## src/tx_seq_pkg.sv

```systemverilog
// Constants, event codes and state encoding for the transmit event sequencer
package tx_seq_pkg;

   // -------------------------------------------------------------
   // Timebase
   // -------------------------------------------------------------
   localparam real SAMPLE_PERIOD_US = 20.833;
   localparam real CLK_PERIOD_NS = 5.0;
   // Truncated, so the tick runs a hair fast rather than slow
   localparam int SAMPLE_DIV = $rtoi(SAMPLE_PERIOD_US * 1000.0 / CLK_PERIOD_NS);

   // -------------------------------------------------------------
   // Table geometry
   // -------------------------------------------------------------
   localparam int NUM_EVENTS = 14;
   localparam logic [3:0] FIRST_IDX = 4'h0;
   localparam logic [3:0] FINAL_FIRST = 4'h8;
   localparam logic [3:0] LAST_IDX = 4'hd;
   localparam logic [3:0] WR_PTR_MAX = 4'hf;

   // -------------------------------------------------------------
   // Fixed delays in sample ticks
   // -------------------------------------------------------------
   localparam logic [15:0] LEAD_SAMPLES = 16'h0004;
   localparam logic signed [19:0] MOD_END_EXTRA = 20'sh0002e;
   localparam logic [23:0] MOD_END_EXTRA_U = 24'h00002e;
   localparam logic [5:0] AIS_SPB = 6'h05;
   localparam logic [5:0] FSK_SPB = 6'h28;

   // -------------------------------------------------------------
   // Event codes
   // -------------------------------------------------------------
   localparam logic [3:0] EV_RADIO_ON = 4'h1;
   localparam logic [3:0] EV_TX_ON = 4'h2;
   localparam logic [3:0] EV_AMPLIFIER_ON = 4'h3;
   localparam logic [3:0] EV_RAMP_UP = 4'h4;
   localparam logic [3:0] EV_SENSE_WINDOW_OPEN = 4'h5;
   localparam logic [3:0] EV_SENSE_WINDOW_CLOSE = 4'h6;
   localparam logic [3:0] EV_MODULATION_BEGIN = 4'h7;
   localparam logic [3:0] EV_MODULATION_FINISH = 4'h8;
   localparam logic [3:0] EV_RAMP_DOWN = 4'h9;
   localparam logic [3:0] EV_AMPLIFIER_OFF = 4'ha;
   localparam logic [3:0] EV_TX_OFF = 4'hb;
   localparam logic [3:0] EV_RADIO_OFF = 4'hc;
   localparam logic [3:0] EV_NO_ACTION = 4'hd;
   localparam logic [3:0] EV_CHAIN_START = 4'he;
   localparam logic [3:0] EV_CHAIN_END = 4'hf;

   // -------------------------------------------------------------
   // Enable pin positions in the idle state word
   // -------------------------------------------------------------
   localparam int PIN_RF = 0;
   localparam int PIN_RX_LO = 1;
   localparam int PIN_RX_HI = 3;
   localparam int PIN_TX = 4;
   localparam int PIN_AMP = 5;

   // Gray codes along idle, pending, lead, run, feed
   typedef enum logic [2:0]
   {
      ST_IDLE = 3'b000,
      ST_PENDING = 3'b001,
      ST_LEAD = 3'b011,
      ST_RUN = 3'b010,
      ST_FEED = 3'b110
   } seq_state_type;

endpackage : tx_seq_pkg

```

## src/sample_tick_gen.sv

```systemverilog
// Divider that makes the one-cycle sample tick enable
`timescale 1ns/1ps
module sample_tick_gen
#(
   parameter int DIV = tx_seq_pkg::SAMPLE_DIV
)
(
   input wire logic clk,
   input wire logic nrst,
   output logic tick
);

   localparam int CW = $clog2(DIV);
   localparam logic [CW-1:0] TOP = CW'(DIV - 1);

   logic [CW-1:0] div_q;
   logic [CW-1:0] div_d;
   wire wrap = (div_q == TOP);

   // Free running count; tick marks the wrap
   assign div_d = wrap ? '0 : div_q + CW'(1);
   assign tick = wrap;

   always_ff @(posedge clk)
   begin
      if (!nrst)
         div_q <= '0;
      else
         div_q <= div_d;
   end

endmodule : sample_tick_gen

```

## src/tx_event_sequencer.sv

```systemverilog
// Transmit event sequencer: table load, timed events, enable outputs
//
// Contract
// - End of modulation gets 46 extra samples
// - Each event timed from the previous event, except the first of the final group
// - First entry: start sample, pin idle state
// - Four sample lead before first event delay
// - Amplifier on asserts amp, negates receive lines
// - Amplifier off negates amp, reasserts receive lines
// - Codes 5 and 6 open/close sense window
// - Code 14 marks loop, 15 loops if data
// - Modulation span is bits times rate plus 46
// - Codes 4 and 9 trigger ramp up/down
// - Code 7 starts bits, 8 ends modulation
// - Code 1 asserts radio, 12 negates
// - Code 2 asserts transmitter, 11 negates
// - Sense window only before first chained message
// - Ramp-down before finish fires ahead of it
// - Final six events timed from last bit
// - All timing in sample ticks: one fifth of an AIS bit, one fortieth of an FSK bit
`timescale 1ns/1ps
module tx_event_sequencer
#(
   parameter int SAMPLE_DIV = tx_seq_pkg::SAMPLE_DIV
)
(
   input wire logic clk,
   input wire logic nrst,
   input wire logic seq_load,
   input wire logic seq_poke,
   input wire logic seq_setup,
   input wire logic [15:0] command_param_zero,
   input wire logic [15:0] command_param_one,
   input wire logic tx_start,
   input wire logic tx_clear,
   input wire logic slot_match,
   input wire logic [15:0] sample_count,
   input wire logic [15:0] bit_total,
   input wire logic fsk_mode,
   input wire logic sense_enable,
   input wire logic fifo_has_data,
   output logic rf_enable_out,
   output logic tx_enable_out,
   output logic amp_enable_out,
   output logic [2:0] rx_control_outs,
   output logic ramp_up_pulse,
   output logic ramp_down_pulse,
   output logic sense_window,
   output logic modulation_active,
   output logic bit_strobe,
   output logic mod_finish_pulse,
   output logic tx_busy,
   output logic tx_done_pulse,
   output logic table_ready
);

   // ----------------------------------------------------------------
   // Table storage and load pointer
   // ----------------------------------------------------------------
   logic [3:0] ev_code_q [0:tx_seq_pkg::NUM_EVENTS-1];
   logic [14:0] ev_delay_q [0:tx_seq_pkg::NUM_EVENTS-1];
   logic [15:0] start_sample_q;
   logic [5:0] idle_state_q;
   logic [3:0] wr_ptr_q;
   logic ready_q;

   // ----------------------------------------------------------------
   // Sequencer state
   // ----------------------------------------------------------------
   tx_seq_pkg::seq_state_type state_q;
   logic [3:0] idx_q;
   logic [3:0] chain_idx_q;
   logic [15:0] cnt_q;
   logic first_msg_q;
   logic done_q;
   logic [5:0] enab_q;
   logic ramp_up_q;
   logic ramp_down_q;
   logic sense_q;
   logic mod_q;
   logic [15:0] bits_q;
   logic fsk_q;
   logic [15:0] feed_left_q;
   logic [5:0] phase_q;
   logic strobe_q;
   logic finish_q;
   logic [23:0] mod_ticks_q;
   logic tick;

   // Short pin positions keep the decode lines within the line width
   localparam int PRF = tx_seq_pkg::PIN_RF;
   localparam int PTX = tx_seq_pkg::PIN_TX;
   localparam int PAMP = tx_seq_pkg::PIN_AMP;
   localparam int PRXL = tx_seq_pkg::PIN_RX_LO;
   localparam int PRXH = tx_seq_pkg::PIN_RX_HI;

   // Sample timebase
   sample_tick_gen #(.DIV(SAMPLE_DIV)) u_tick
   (
      .clk(clk),
      .nrst(nrst),
      .tick(tick)
   );

   // ----------------------------------------------------------------
   // Decode
   // ----------------------------------------------------------------
   wire [3:0] code_now = ev_code_q[idx_q];
   wire cnt_last = (cnt_q == 16'h0001);
   wire fire = (state_q == tx_seq_pkg::ST_RUN) && tick && cnt_last;
   wire chain_jump = fire && (code_now == tx_seq_pkg::EV_CHAIN_END)
      && fifo_has_data;
   wire [3:0] nxt_idx = chain_jump ? chain_idx_q + 4'h1 : idx_q + 4'h1;
   wire [15:0] next_delay = 16'(ev_delay_q[nxt_idx]);
   wire seq_begin = (state_q == tx_seq_pkg::ST_IDLE) && tx_start && ready_q;
   // Equality only: a counter that jumps over the start leaves us pending
   wire start_hit = (state_q == tx_seq_pkg::ST_PENDING) && tick
      && slot_match && (sample_count == start_sample_q);
   wire [5:0] spb = fsk_q ? tx_seq_pkg::FSK_SPB : tx_seq_pkg::AIS_SPB;
   wire poke_evt = seq_poke && (wr_ptr_q != '0)
      && (wr_ptr_q <= 4'(tx_seq_pkg::NUM_EVENTS));

   // Offset of the finish point inside the final group
   logic [18:0] end_off;
   always_comb
   begin
      logic found;
      found = 1'b0;
      end_off = '0;
      for (int k = tx_seq_pkg::FINAL_FIRST; k < tx_seq_pkg::NUM_EVENTS; k++)
      begin
         if (!found)
            end_off = end_off + 19'(ev_delay_q[k]);
         if (ev_code_q[k] == tx_seq_pkg::EV_MODULATION_FINISH)
            found = 1'b1;
      end
   end

   // Final group is timed from the last bit; events ahead of the finish
   // point land early. A negative result is clamped to one tick.
   wire signed [19:0] tail_raw = tx_seq_pkg::MOD_END_EXTRA
      + 20'(ev_delay_q[tx_seq_pkg::FINAL_FIRST]) - 20'(end_off);
   wire tail_ok = (tail_raw > 20'sh00000) && (tail_raw < 20'sh10000);
   wire [15:0] tail_cnt = tail_ok ? tail_raw[15:0] : 16'h0001;

   // ----------------------------------------------------------------
   // Table load
   // ----------------------------------------------------------------
   always_ff @(posedge clk)
   begin
      if (!nrst)
      begin
         wr_ptr_q <= '0;
         ready_q <= 1'b0;
         start_sample_q <= '0;
         idle_state_q <= '0;
      end
      else if (seq_load)
      begin
         wr_ptr_q <= '0;
         ready_q <= 1'b0;
      end
      else
      begin
         if (seq_poke && wr_ptr_q == '0)
         begin
            start_sample_q <= command_param_zero;
            idle_state_q <= command_param_one[5:0];
         end
         if (seq_poke && wr_ptr_q != tx_seq_pkg::WR_PTR_MAX)
            wr_ptr_q <= wr_ptr_q + 4'h1;
         if (seq_setup)
            ready_q <= 1'b1;
      end
   end

   // One storage slot per table entry
   for (genvar i = 0; i < tx_seq_pkg::NUM_EVENTS; i++)
   begin : g_entry
      always_ff @(posedge clk)
      begin
         if (!nrst)
         begin
            ev_code_q[i] <= tx_seq_pkg::EV_NO_ACTION;
            ev_delay_q[i] <= 15'h0001;
         end
         else if (poke_evt && wr_ptr_q == 4'(i + 1))
         begin
            ev_code_q[i] <= command_param_zero[3:0];
            ev_delay_q[i] <= command_param_one[14:0];
         end
      end
   end

   // ----------------------------------------------------------------
   // Event walker: one event at a time, relative delays
   // ----------------------------------------------------------------
   always_ff @(posedge clk)
   begin
      if (!nrst || tx_clear)
      begin
         state_q <= tx_seq_pkg::ST_IDLE;
         idx_q <= '0;
         cnt_q <= '0;
         chain_idx_q <= '0;
         first_msg_q <= 1'b1;
         done_q <= 1'b0;
      end
      else
      begin
         done_q <= 1'b0;
         unique case (state_q)
            tx_seq_pkg::ST_IDLE:
               if (seq_begin)
               begin
                  state_q <= tx_seq_pkg::ST_PENDING;
                  first_msg_q <= 1'b1;
               end
            tx_seq_pkg::ST_PENDING:
               if (start_hit)
               begin
                  state_q <= tx_seq_pkg::ST_LEAD;
                  cnt_q <= tx_seq_pkg::LEAD_SAMPLES;
               end
            tx_seq_pkg::ST_LEAD:
               if (tick && cnt_last)
               begin
                  state_q <= tx_seq_pkg::ST_RUN;
                  idx_q <= tx_seq_pkg::FIRST_IDX;
                  cnt_q <= 16'(ev_delay_q[0]);
               end
               else if (tick)
                  cnt_q <= cnt_q - 16'h0001;
            tx_seq_pkg::ST_RUN:
               if (fire)
               begin
                  if (chain_jump)
                     first_msg_q <= 1'b0;
                  if (code_now == tx_seq_pkg::EV_CHAIN_START)
                     chain_idx_q <= idx_q;
                  if (idx_q == tx_seq_pkg::LAST_IDX && !chain_jump)
                  begin
                     state_q <= tx_seq_pkg::ST_IDLE;
                     done_q <= 1'b1;
                  end
                  else if (nxt_idx == tx_seq_pkg::FINAL_FIRST)
                  begin
                     state_q <= tx_seq_pkg::ST_FEED;
                     idx_q <= nxt_idx;
                  end
                  else
                  begin
                     idx_q <= nxt_idx;
                     cnt_q <= next_delay;
                  end
               end
               else if (tick)
                  cnt_q <= cnt_q - 16'h0001;
            tx_seq_pkg::ST_FEED:
               if (feed_left_q == '0)
               begin
                  state_q <= tx_seq_pkg::ST_RUN;
                  cnt_q <= tail_cnt;
               end
            default:
               state_q <= tx_seq_pkg::ST_IDLE;
         endcase
      end
   end

   // ----------------------------------------------------------------
   // Modulation feed and span counter
   // ----------------------------------------------------------------
   always_ff @(posedge clk)
   begin
      if (!nrst || tx_clear)
      begin
         mod_q <= 1'b0;
         feed_left_q <= '0;
         phase_q <= '0;
         strobe_q <= 1'b0;
         finish_q <= 1'b0;
         mod_ticks_q <= '0;
         bits_q <= '0;
         fsk_q <= 1'b0;
      end
      else
      begin
         strobe_q <= 1'b0;
         finish_q <= 1'b0;
         if (seq_begin)
         begin
            bits_q <= bit_total;
            fsk_q <= fsk_mode;
         end
         if (fire && code_now == tx_seq_pkg::EV_MODULATION_BEGIN)
         begin
            mod_q <= 1'b1;
            feed_left_q <= bits_q;
            phase_q <= spb;
            strobe_q <= (bits_q != '0);
            mod_ticks_q <= '0;
         end
         else
         begin
            if (mod_q && tick)
               mod_ticks_q <= mod_ticks_q + 24'h000001;
            if (fire && code_now == tx_seq_pkg::EV_MODULATION_FINISH)
            begin
               mod_q <= 1'b0;
               finish_q <= 1'b1;
            end
            // One bit every spb ticks, five for AIS and forty for FSK
            if (tick && feed_left_q != '0)
            begin
               if (phase_q == 6'h01)
               begin
                  feed_left_q <= feed_left_q - 16'h0001;
                  phase_q <= spb;
                  strobe_q <= (feed_left_q != 16'h0001);
               end
               else
                  phase_q <= phase_q - 6'h01;
            end
         end
      end
   end

   // ----------------------------------------------------------------
   // Enable pins; levels are relative to the loaded idle state
   // ----------------------------------------------------------------
   always_ff @(posedge clk)
   begin
      if (!nrst)
         enab_q <= '0;
      else if (tx_clear || seq_begin)
         enab_q <= idle_state_q;
      else if (fire)
      begin
         unique case (code_now)
            tx_seq_pkg::EV_RADIO_ON:
               enab_q[PRF] <= ~idle_state_q[PRF];
            tx_seq_pkg::EV_RADIO_OFF:
               enab_q[PRF] <= idle_state_q[PRF];
            tx_seq_pkg::EV_TX_ON:
               enab_q[PTX] <= ~idle_state_q[PTX];
            tx_seq_pkg::EV_TX_OFF:
               enab_q[PTX] <= idle_state_q[PTX];
            tx_seq_pkg::EV_AMPLIFIER_ON:
            begin
               enab_q[PAMP] <= ~idle_state_q[PAMP];
               enab_q[PRXH:PRXL] <= ~idle_state_q[PRXH:PRXL];
            end
            tx_seq_pkg::EV_AMPLIFIER_OFF:
            begin
               enab_q[PAMP] <= idle_state_q[PAMP];
               enab_q[PRXH:PRXL] <= idle_state_q[PRXH:PRXL];
            end
            default:
               enab_q <= enab_q;
         endcase
      end
   end

   // Ramp triggers and carrier sense window
   always_ff @(posedge clk)
   begin
      if (!nrst || tx_clear)
      begin
         ramp_up_q <= 1'b0;
         ramp_down_q <= 1'b0;
         sense_q <= 1'b0;
      end
      else
      begin
         ramp_up_q <= fire && code_now == tx_seq_pkg::EV_RAMP_UP;
         ramp_down_q <= fire && code_now == tx_seq_pkg::EV_RAMP_DOWN;
         if (fire && code_now == tx_seq_pkg::EV_SENSE_WINDOW_CLOSE)
            sense_q <= 1'b0;
         else if (fire && code_now == tx_seq_pkg::EV_SENSE_WINDOW_OPEN)
            sense_q <= sense_enable && first_msg_q;
      end
   end

   // ----------------------------------------------------------------
   // Outputs
   // ----------------------------------------------------------------
   assign rf_enable_out = enab_q[tx_seq_pkg::PIN_RF];
   assign tx_enable_out = enab_q[tx_seq_pkg::PIN_TX];
   assign amp_enable_out = enab_q[tx_seq_pkg::PIN_AMP];
   assign rx_control_outs = enab_q[PRXH:PRXL];
   assign ramp_up_pulse = ramp_up_q;
   assign ramp_down_pulse = ramp_down_q;
   assign sense_window = sense_q;
   assign modulation_active = mod_q;
   assign bit_strobe = strobe_q;
   assign mod_finish_pulse = finish_q;
   assign tx_busy = (state_q != tx_seq_pkg::ST_IDLE);
   assign tx_done_pulse = done_q;
   assign table_ready = ready_q;

   wire [23:0] span_expect = 24'(bits_q * spb) + tx_seq_pkg::MOD_END_EXTRA_U;
endmodule : tx_event_sequencer

```

## config.mk

```make
export PLATFORM = sky130hd
export DESIGN_NAME = tx_event_sequencer
export DESIGN_NICKNAME = d
export VERILOG_FILES = /design/src/tx_seq_pkg.sv /design/src/sample_tick_gen.sv /design/src/tx_event_sequencer.sv
export SDC_FILE = /design/constraint.sdc
export NUM_CORES = 1
export LEC_CHECK = 0
export ABC_AREA = 1
export BUFFER_PORTS_ARGS = -buffer_cell sky130_fd_sc_hd__buf_2
export CORE_MARGIN = 3
export CORE_UTILIZATION = 55
export DETAILED_ROUTE_END_ITERATION = 10
export GPL_ROUTABILITY_DRIVEN = 0
export GPL_TIMING_DRIVEN = 0
export PLACE_DENSITY = 0.75
export SLEW_MARGIN = 20
export SYNTH_ARGS = -nofsm -noshare
export SYNTH_HDL_FRONTEND = slang
export SYNTH_HIERARCHICAL = 1
export SYNTH_SLANG_ARGS = --single-unit
```

## constraint.sdc

```tcl
create_clock -name clk -period 10.55 [get_ports clk]
set_input_delay 2.11 -clock clk [delete_from_list [all_inputs] [get_ports clk]]
set_output_delay 2.11 -clock clk [all_outputs]
set_load 0.05 [all_outputs]
```

## After elaboration in Yosys (flattened, before gate mapping)

Memories as Yosys holds them, arrays and structs flattened. A register that Yosys moved wholly into a read port is not among the register bits.
Index checks and enable logic that the tools add are counted.

| storage, ports and cells | value |
|---|---|
| register bits after elaboration | 120 |
| RAM bits | 266 |
| input port bits | 75 |
| output and inout port bits | 15 |
| logic and storage cells | 337 |
| memories | 2 |

| cells by class | value |
|---|---|
| add/sub/neg operators | 14 |
| $lt $le $gt $ge | 3 |
| equal/unequal tests | 55 |
| muxes and demuxes | 129 |
| bitwise operators | 36 |
| reductions and logical operators | 74 |

Memory list:

| name | depth | width | read ports | clocked after Yosys merged registers in | wr ports | line | text |
|---|---|---|---|---|---|---|---|
| ev_delay_q | 14 | 15 | 8 | 0 | 14 | tx_event_sequencer.sv:61 | `logic [14:0] ev_delay_q [0:tx_seq_pkg::NUM_EVENTS-1];` |
| ev_code_q | 14 | 4 | 6 | 1 | 14 | tx_event_sequencer.sv:60 | `logic [3:0] ev_code_q [0:tx_seq_pkg::NUM_EVENTS-1];` |

Operator list:

| operator | number |
|---|---|
| $mux 15 | 14 |
| $mux 16 | 12 |
| $eq 4x4->1 const B | 21 |
| $mux 4 | 20 |
| $add 19x15->19 | 4 |
| $mux 19 | 4 |
| $pmux 16 s4 | 1 |
| $mux 1 | 58 |
| $logic_and 1x1->1 | 38 |
| $mux 6 | 6 |
| $eq 4x3->1 const B | 8 |
| $reduce_bool 16->1 | 2 |
| $sub 16x1->16 const B | 2 |
| $or 1x1->1 | 28 |
| $mux 3 | 7 |
| $gt 20x1->1 const B | 1 |
| $lt 20x18->1 const B | 1 |
| $sub 16x19->20 | 1 |
| $add 15x15->16 | 1 |
| $add 6x15->16 const A | 1 |
| $eq 16x1->1 const B | 1 |
| $eq 16x16->1 | 1 |
| $eq 4x2->1 const B | 4 |
| $logic_not 16->1 | 1 |
| 35 further kinds | 74 |

## Logic depth before layout (Yosys ltp)

An unclocked memory read counts as a cell.

| logic depth | value |
|---|---|
| depth after elaboration | 18 |
| depth in mapped cells | 66 |
| mapped depth without buffers | 65 |

## Cells and area by module

The synthesis kept the hierarchy.

Modules (own cells, without submodules):

| module | times used | cells an instance | area each (sq um) | seq. area each (sq um) |
|---|---|---|---|---|
| tx_event_sequencer | 1 | 3142 | 23870.4 | 10209.8 |
| sample_tick_gen | 1 | 108 | 718.2 | 260.2 |

## Least setup slack after synthesis

OpenSTA, ideal clock, no wires.

| timing | value |
|---|---|
| path type | reg-to-reg |
| start | memory ev_delay_q[8][0] |
| end | register cnt_q[13] |
| library setup time | 0.068 ns |
| arrival | 8.133 ns |
| required time | 10.482 ns |
| path slack | 2.348 ns |
| cell stages (with the launch flop) | 66 |
| path buffers | 2 |
| clock period less this slack | 8.202 ns |
| cell sequence | edfxtp_1 -> ha_1 -> inv_1 -> fa_1 -> inv_1 -> nand3_1 -> nand2_1 -> a21oi_1 -> o21ai_0 -> a21oi_1 -> o21ai_0 -> nand2_1 -> inv_1 -> o21ai_0 -> o21ai_0 -> inv_1 -> ha_1 -> nand2_1 -> [... 30 more ...] -> o21ai_0 -> ha_1 -> ha_1 -> nand2_1 -> nor2_1 -> nand3_1 -> o2111ai_1 -> xnor2_1 -> nand4_1 -> nand2_1 -> inv_1 -> nand2_1 -> a21oi_2 -> buf_2 -> nand4_1 -> nand2_1 -> nand2_1 -> a21oi_2 |

RTL lines:

| what | line | text |
|---|---|---|
| from (decl) | tx_event_sequencer.sv:61 |  |
| to (signal assigned) | tx_event_sequencer.sv:223 | `cnt_q <= tx_seq_pkg::LEAD_SAMPLES;` |
| to (signal assigned) | tx_event_sequencer.sv:230 | `cnt_q <= 16'(ev_delay_q[0]);` |
| to (signal assigned) | tx_event_sequencer.sv:233 | `cnt_q <= cnt_q - 16'h0001;` |
| to (decl) | tx_event_sequencer.sv:73 | `logic [15:0] cnt_q;` |

==> impl_metrics.yaml <==
logic_synthesis:
  synth_fp_nets: 3454
  synthCells: 3250
  synth-seq-cells: 390
  async_reset_ff_frac: 0
  yosysSeqAreaShare: 0.426
  syn-mean-instance-area_sq_um: 7.57
  synth_edf_count: 266
  syn-cell-area_sq_mm: 0.0246
  synth_ff_type: "edfxtp_1"
  synth_cell_types: 62
  yosys_warnings: 6
cells_and_area:
  syn_to_final_growth_pct: 10.6
  fin_nets: 3590
  fillers: 3809
  final_util: 0.623
  drive_above_1_share: 0.0817
  final_cell_mix: "nand2_1 (790), nor2_1 (463), inv_1 (315), nand3_1 (272), edfxtp_1 (266)"
  layout_commonest_cell: "nand2_1"
detailed_routing:
  wl_per_cell_um: 19.5
  vias: 23700
  avgViaCountPerCell: 5.92
  detail-route-antenna-nets: 0
  route.detailed.drc: 0
  dr.pass1.iters: 6
  drt_iter0_markers: 3093
  wl_um: 78200
clock_tree:
  hold_buffers: 0
  clock_path_buffers: 3
  clk_pin_slew_ps: 60
  clockRootBuffer: "clkbuf_16"
  h-tree-depth: 2
  clkSinkCount: 390
  clkLatencyLatePin_ps: 590
  cts-buffers-inserted: 42
  cts_tree: "yes"
sta:
  setup-tns-final_ps: 0
  period_needed_ps: 9850
  whs_ps: 475
  grt_setup_unrepaired: "no"
  worstMarginPinSlew_ps: 1050
  setup_violations: 0
  timing.fmax_mhz: 102
  final-max-slew-violation-count: 0
  fin_crit_sh: 0.933
  finalHoldViolCount: 0
  slew_headroom: 0.302
  skew_ps: 25.3
critical_path:
  crit_top_cell: "nand2_1"
  cp.required_ps: 10990
  max_stage_delay_ps: 480
  crit_fanout: 10
  worst-setup-path-type: "reg2reg"
  path_buf_inv: 6
  r2r_cells: 49
  crit_cells: 49
  endpoint_kind: "flip-flop"
  crit_arrival_ps: 10280
  cp_top_family: "compound AO/OA/AOI/OAI gates"
  crit_slowest_cell: "edfxtp_1"
  start_kind: "flip-flop"
placement:
  portBuffers: 88
  dpl.hpwl_um: 60500
floorplan:
  dieArea_sq_mm: 0.0473
  placement_rows: 76
  die_w_um: 217
  die_h_um: 217
  start_util: 0.563
  boundaryPins: 90
  core_area_sq_mm: 0.0436
run_status:
  status: "finished, final reports clean"
global_routing:
  overflow: 0
  grt_max_degree: 20
  grt_usage: 0.324
  grt_pass1_wl_um: 120000
  antenna_found_initial: 4
  grt_pass1_vias: 22300
power:
  p_int_uw: 3240
  ir_drop_v: 0.000305
  powerDensity_mw_per_mm2: 196
  comb_power_share: 0.409
  sw_frac_of_total: 0.391
  switchingPower_uw: 2080
  p_clk_frac: 0.271
  power_frac_seq: 0.321
  p_total_uw: 5320
  leakage_uw: 0.0118
worst_hold_path:
  worst_hold_path_type: "reg2reg"
  holdPathStages: 2
flow_run:
  drv_cap: 0
[Yosys cell counts (all sizes together), types with 2 or more instances]
cell       n  share of area
nand4     28         0.0071
buf       46          0.012
mux2i     13         0.0053
nand2    808           0.13
nand3b    10         0.0031
clkinv     5        0.00081
o211ai     8         0.0024
xnor2     37          0.013
o21bai     5         0.0015
o21a       3        0.00092
a221oi     2        0.00071
xor2      38          0.014
o311ai     2        0.00071
o31ai      5         0.0015
nand3    280          0.059
o221ai     2        0.00071
edfxtp   266           0.32
inv      326          0.050
fa         6         0.0049
dfxtp    124           0.10
clkbuf    83          0.013
ha       123          0.063
o2111ai    2        0.00071
a311oi     4         0.0014
a21o       5         0.0015
nor3      31         0.0065
o21ai    240          0.049
a31o       2        0.00071
o22ai      3        0.00076
nor2     472          0.074
a211oi     9         0.0027
and2       2        0.00051
and3       3        0.00076
or2       16         0.0041
nor4       8         0.0020
a31oi     19         0.0048
a21oi    208          0.044
[cells by family after synthesis]
logic type / after synthesis / share of synthesized area
muxes: 13 / 0.00529
adders and majority gates: 129 / 0.0675
DFF: 390 / 0.426
buffers and inverters: 460 / 0.0751
xor gates and xnor gates: 75 / 0.0267
AOI/OAI and AO/OA: 524 / 0.116
and+or+nand+nor: 1659 / 0.283
[worst paths after layout]
kind / start / endpoint / slack, ps
worst max-delay path: ev_delay_q[8][0] / cnt_q[14] / 700
worst min register to register: modulation_active / modulation_active / 470
worst max register to register: ev_delay_q[8][0] / cnt_q[14] / 700
worst min-delay path: modulation_active / modulation_active / 470
[power by group through the flow]
stage | clock network [uW] | logic (uW) | registers (uW)
2_1_floorplan | 0 | 1600 | 1730
3_3_place_gp | 0 | 2040 | 1730
3_5_place_dp | 0 | 2100 | 1730
4_1_cts | 1440 | 2120 | 1700
5_1_grt | 1510 | 2460 | 1710
6_report | 1440 | 2170 | 1700
[flip-flops by register name, summed over array words and instances, names as in the netlist, 3 cells and up, named ones only]
| name | cells |
|---|---|
| enab_q | 6 |
| u_tick/div_q | 13 |
| phase_q | 6 |
| start_sample_q | 16 |
| ev_delay_q | 210 |
| ev_code_q | 56 |
| cnt_q | 16 |
| wr_ptr_q | 4 |
| bits_q | 16 |
| chain_idx_q | 4 |
| idx_q | 4 |
| idle_state_q | 6 |
| state_q | 3 |
| feed_left_q | 16 |
[per-layer routing]
metal	track usage	up-vias	wire, um
met1	0.424	10900	29900
met4	0.139	8	3600
met2	0.514	1425	34900
met3	0.0811	246	9810
li1	-	11100	-
met5	0	-	47
[layout make-up]
class	instances	area (sq um)	area share
antenna	1	2.50	0.0000921
buffer	129	601	0.0221
clock buffer	54	1130	0.0414
clock inverter	20	193	0.00709
inverter	331	1250	0.0459
multi-input combinational	2400	12300	0.453
sequential	390	10500	0.385
tap	585	732	0.0269
timing repair buffer	92	502	0.0185
[timing repair]
item	4_1_cts	5_1_grt
setup endpoints to repair	0	16
resized for setup	0	8
hold endpoints to repair	0	0
setup buffers	0	0
[worst register-to-register path, delay by kind of cell, from the launching register on]
family	cells	cell delay [ps]
AOI/OAI and AO/OA	16	3050
adders and majority gates	8	2820
and+or+nand+nor	16	2080
xor gates and xnor gates	3	620
buffers and inverters	6	620
DFF	1	480
[through the flow]
step	instances	worst slack (ps)	cell area, sq um
finish	4002	702	27200
CTS	4001	689	27200
detailed placement	3927	784	25800
global placement	3923	1030	25800
global route	4001	6.90	27200
floorplan	3250	2350	24600
(Power assumes the default switching activity.)
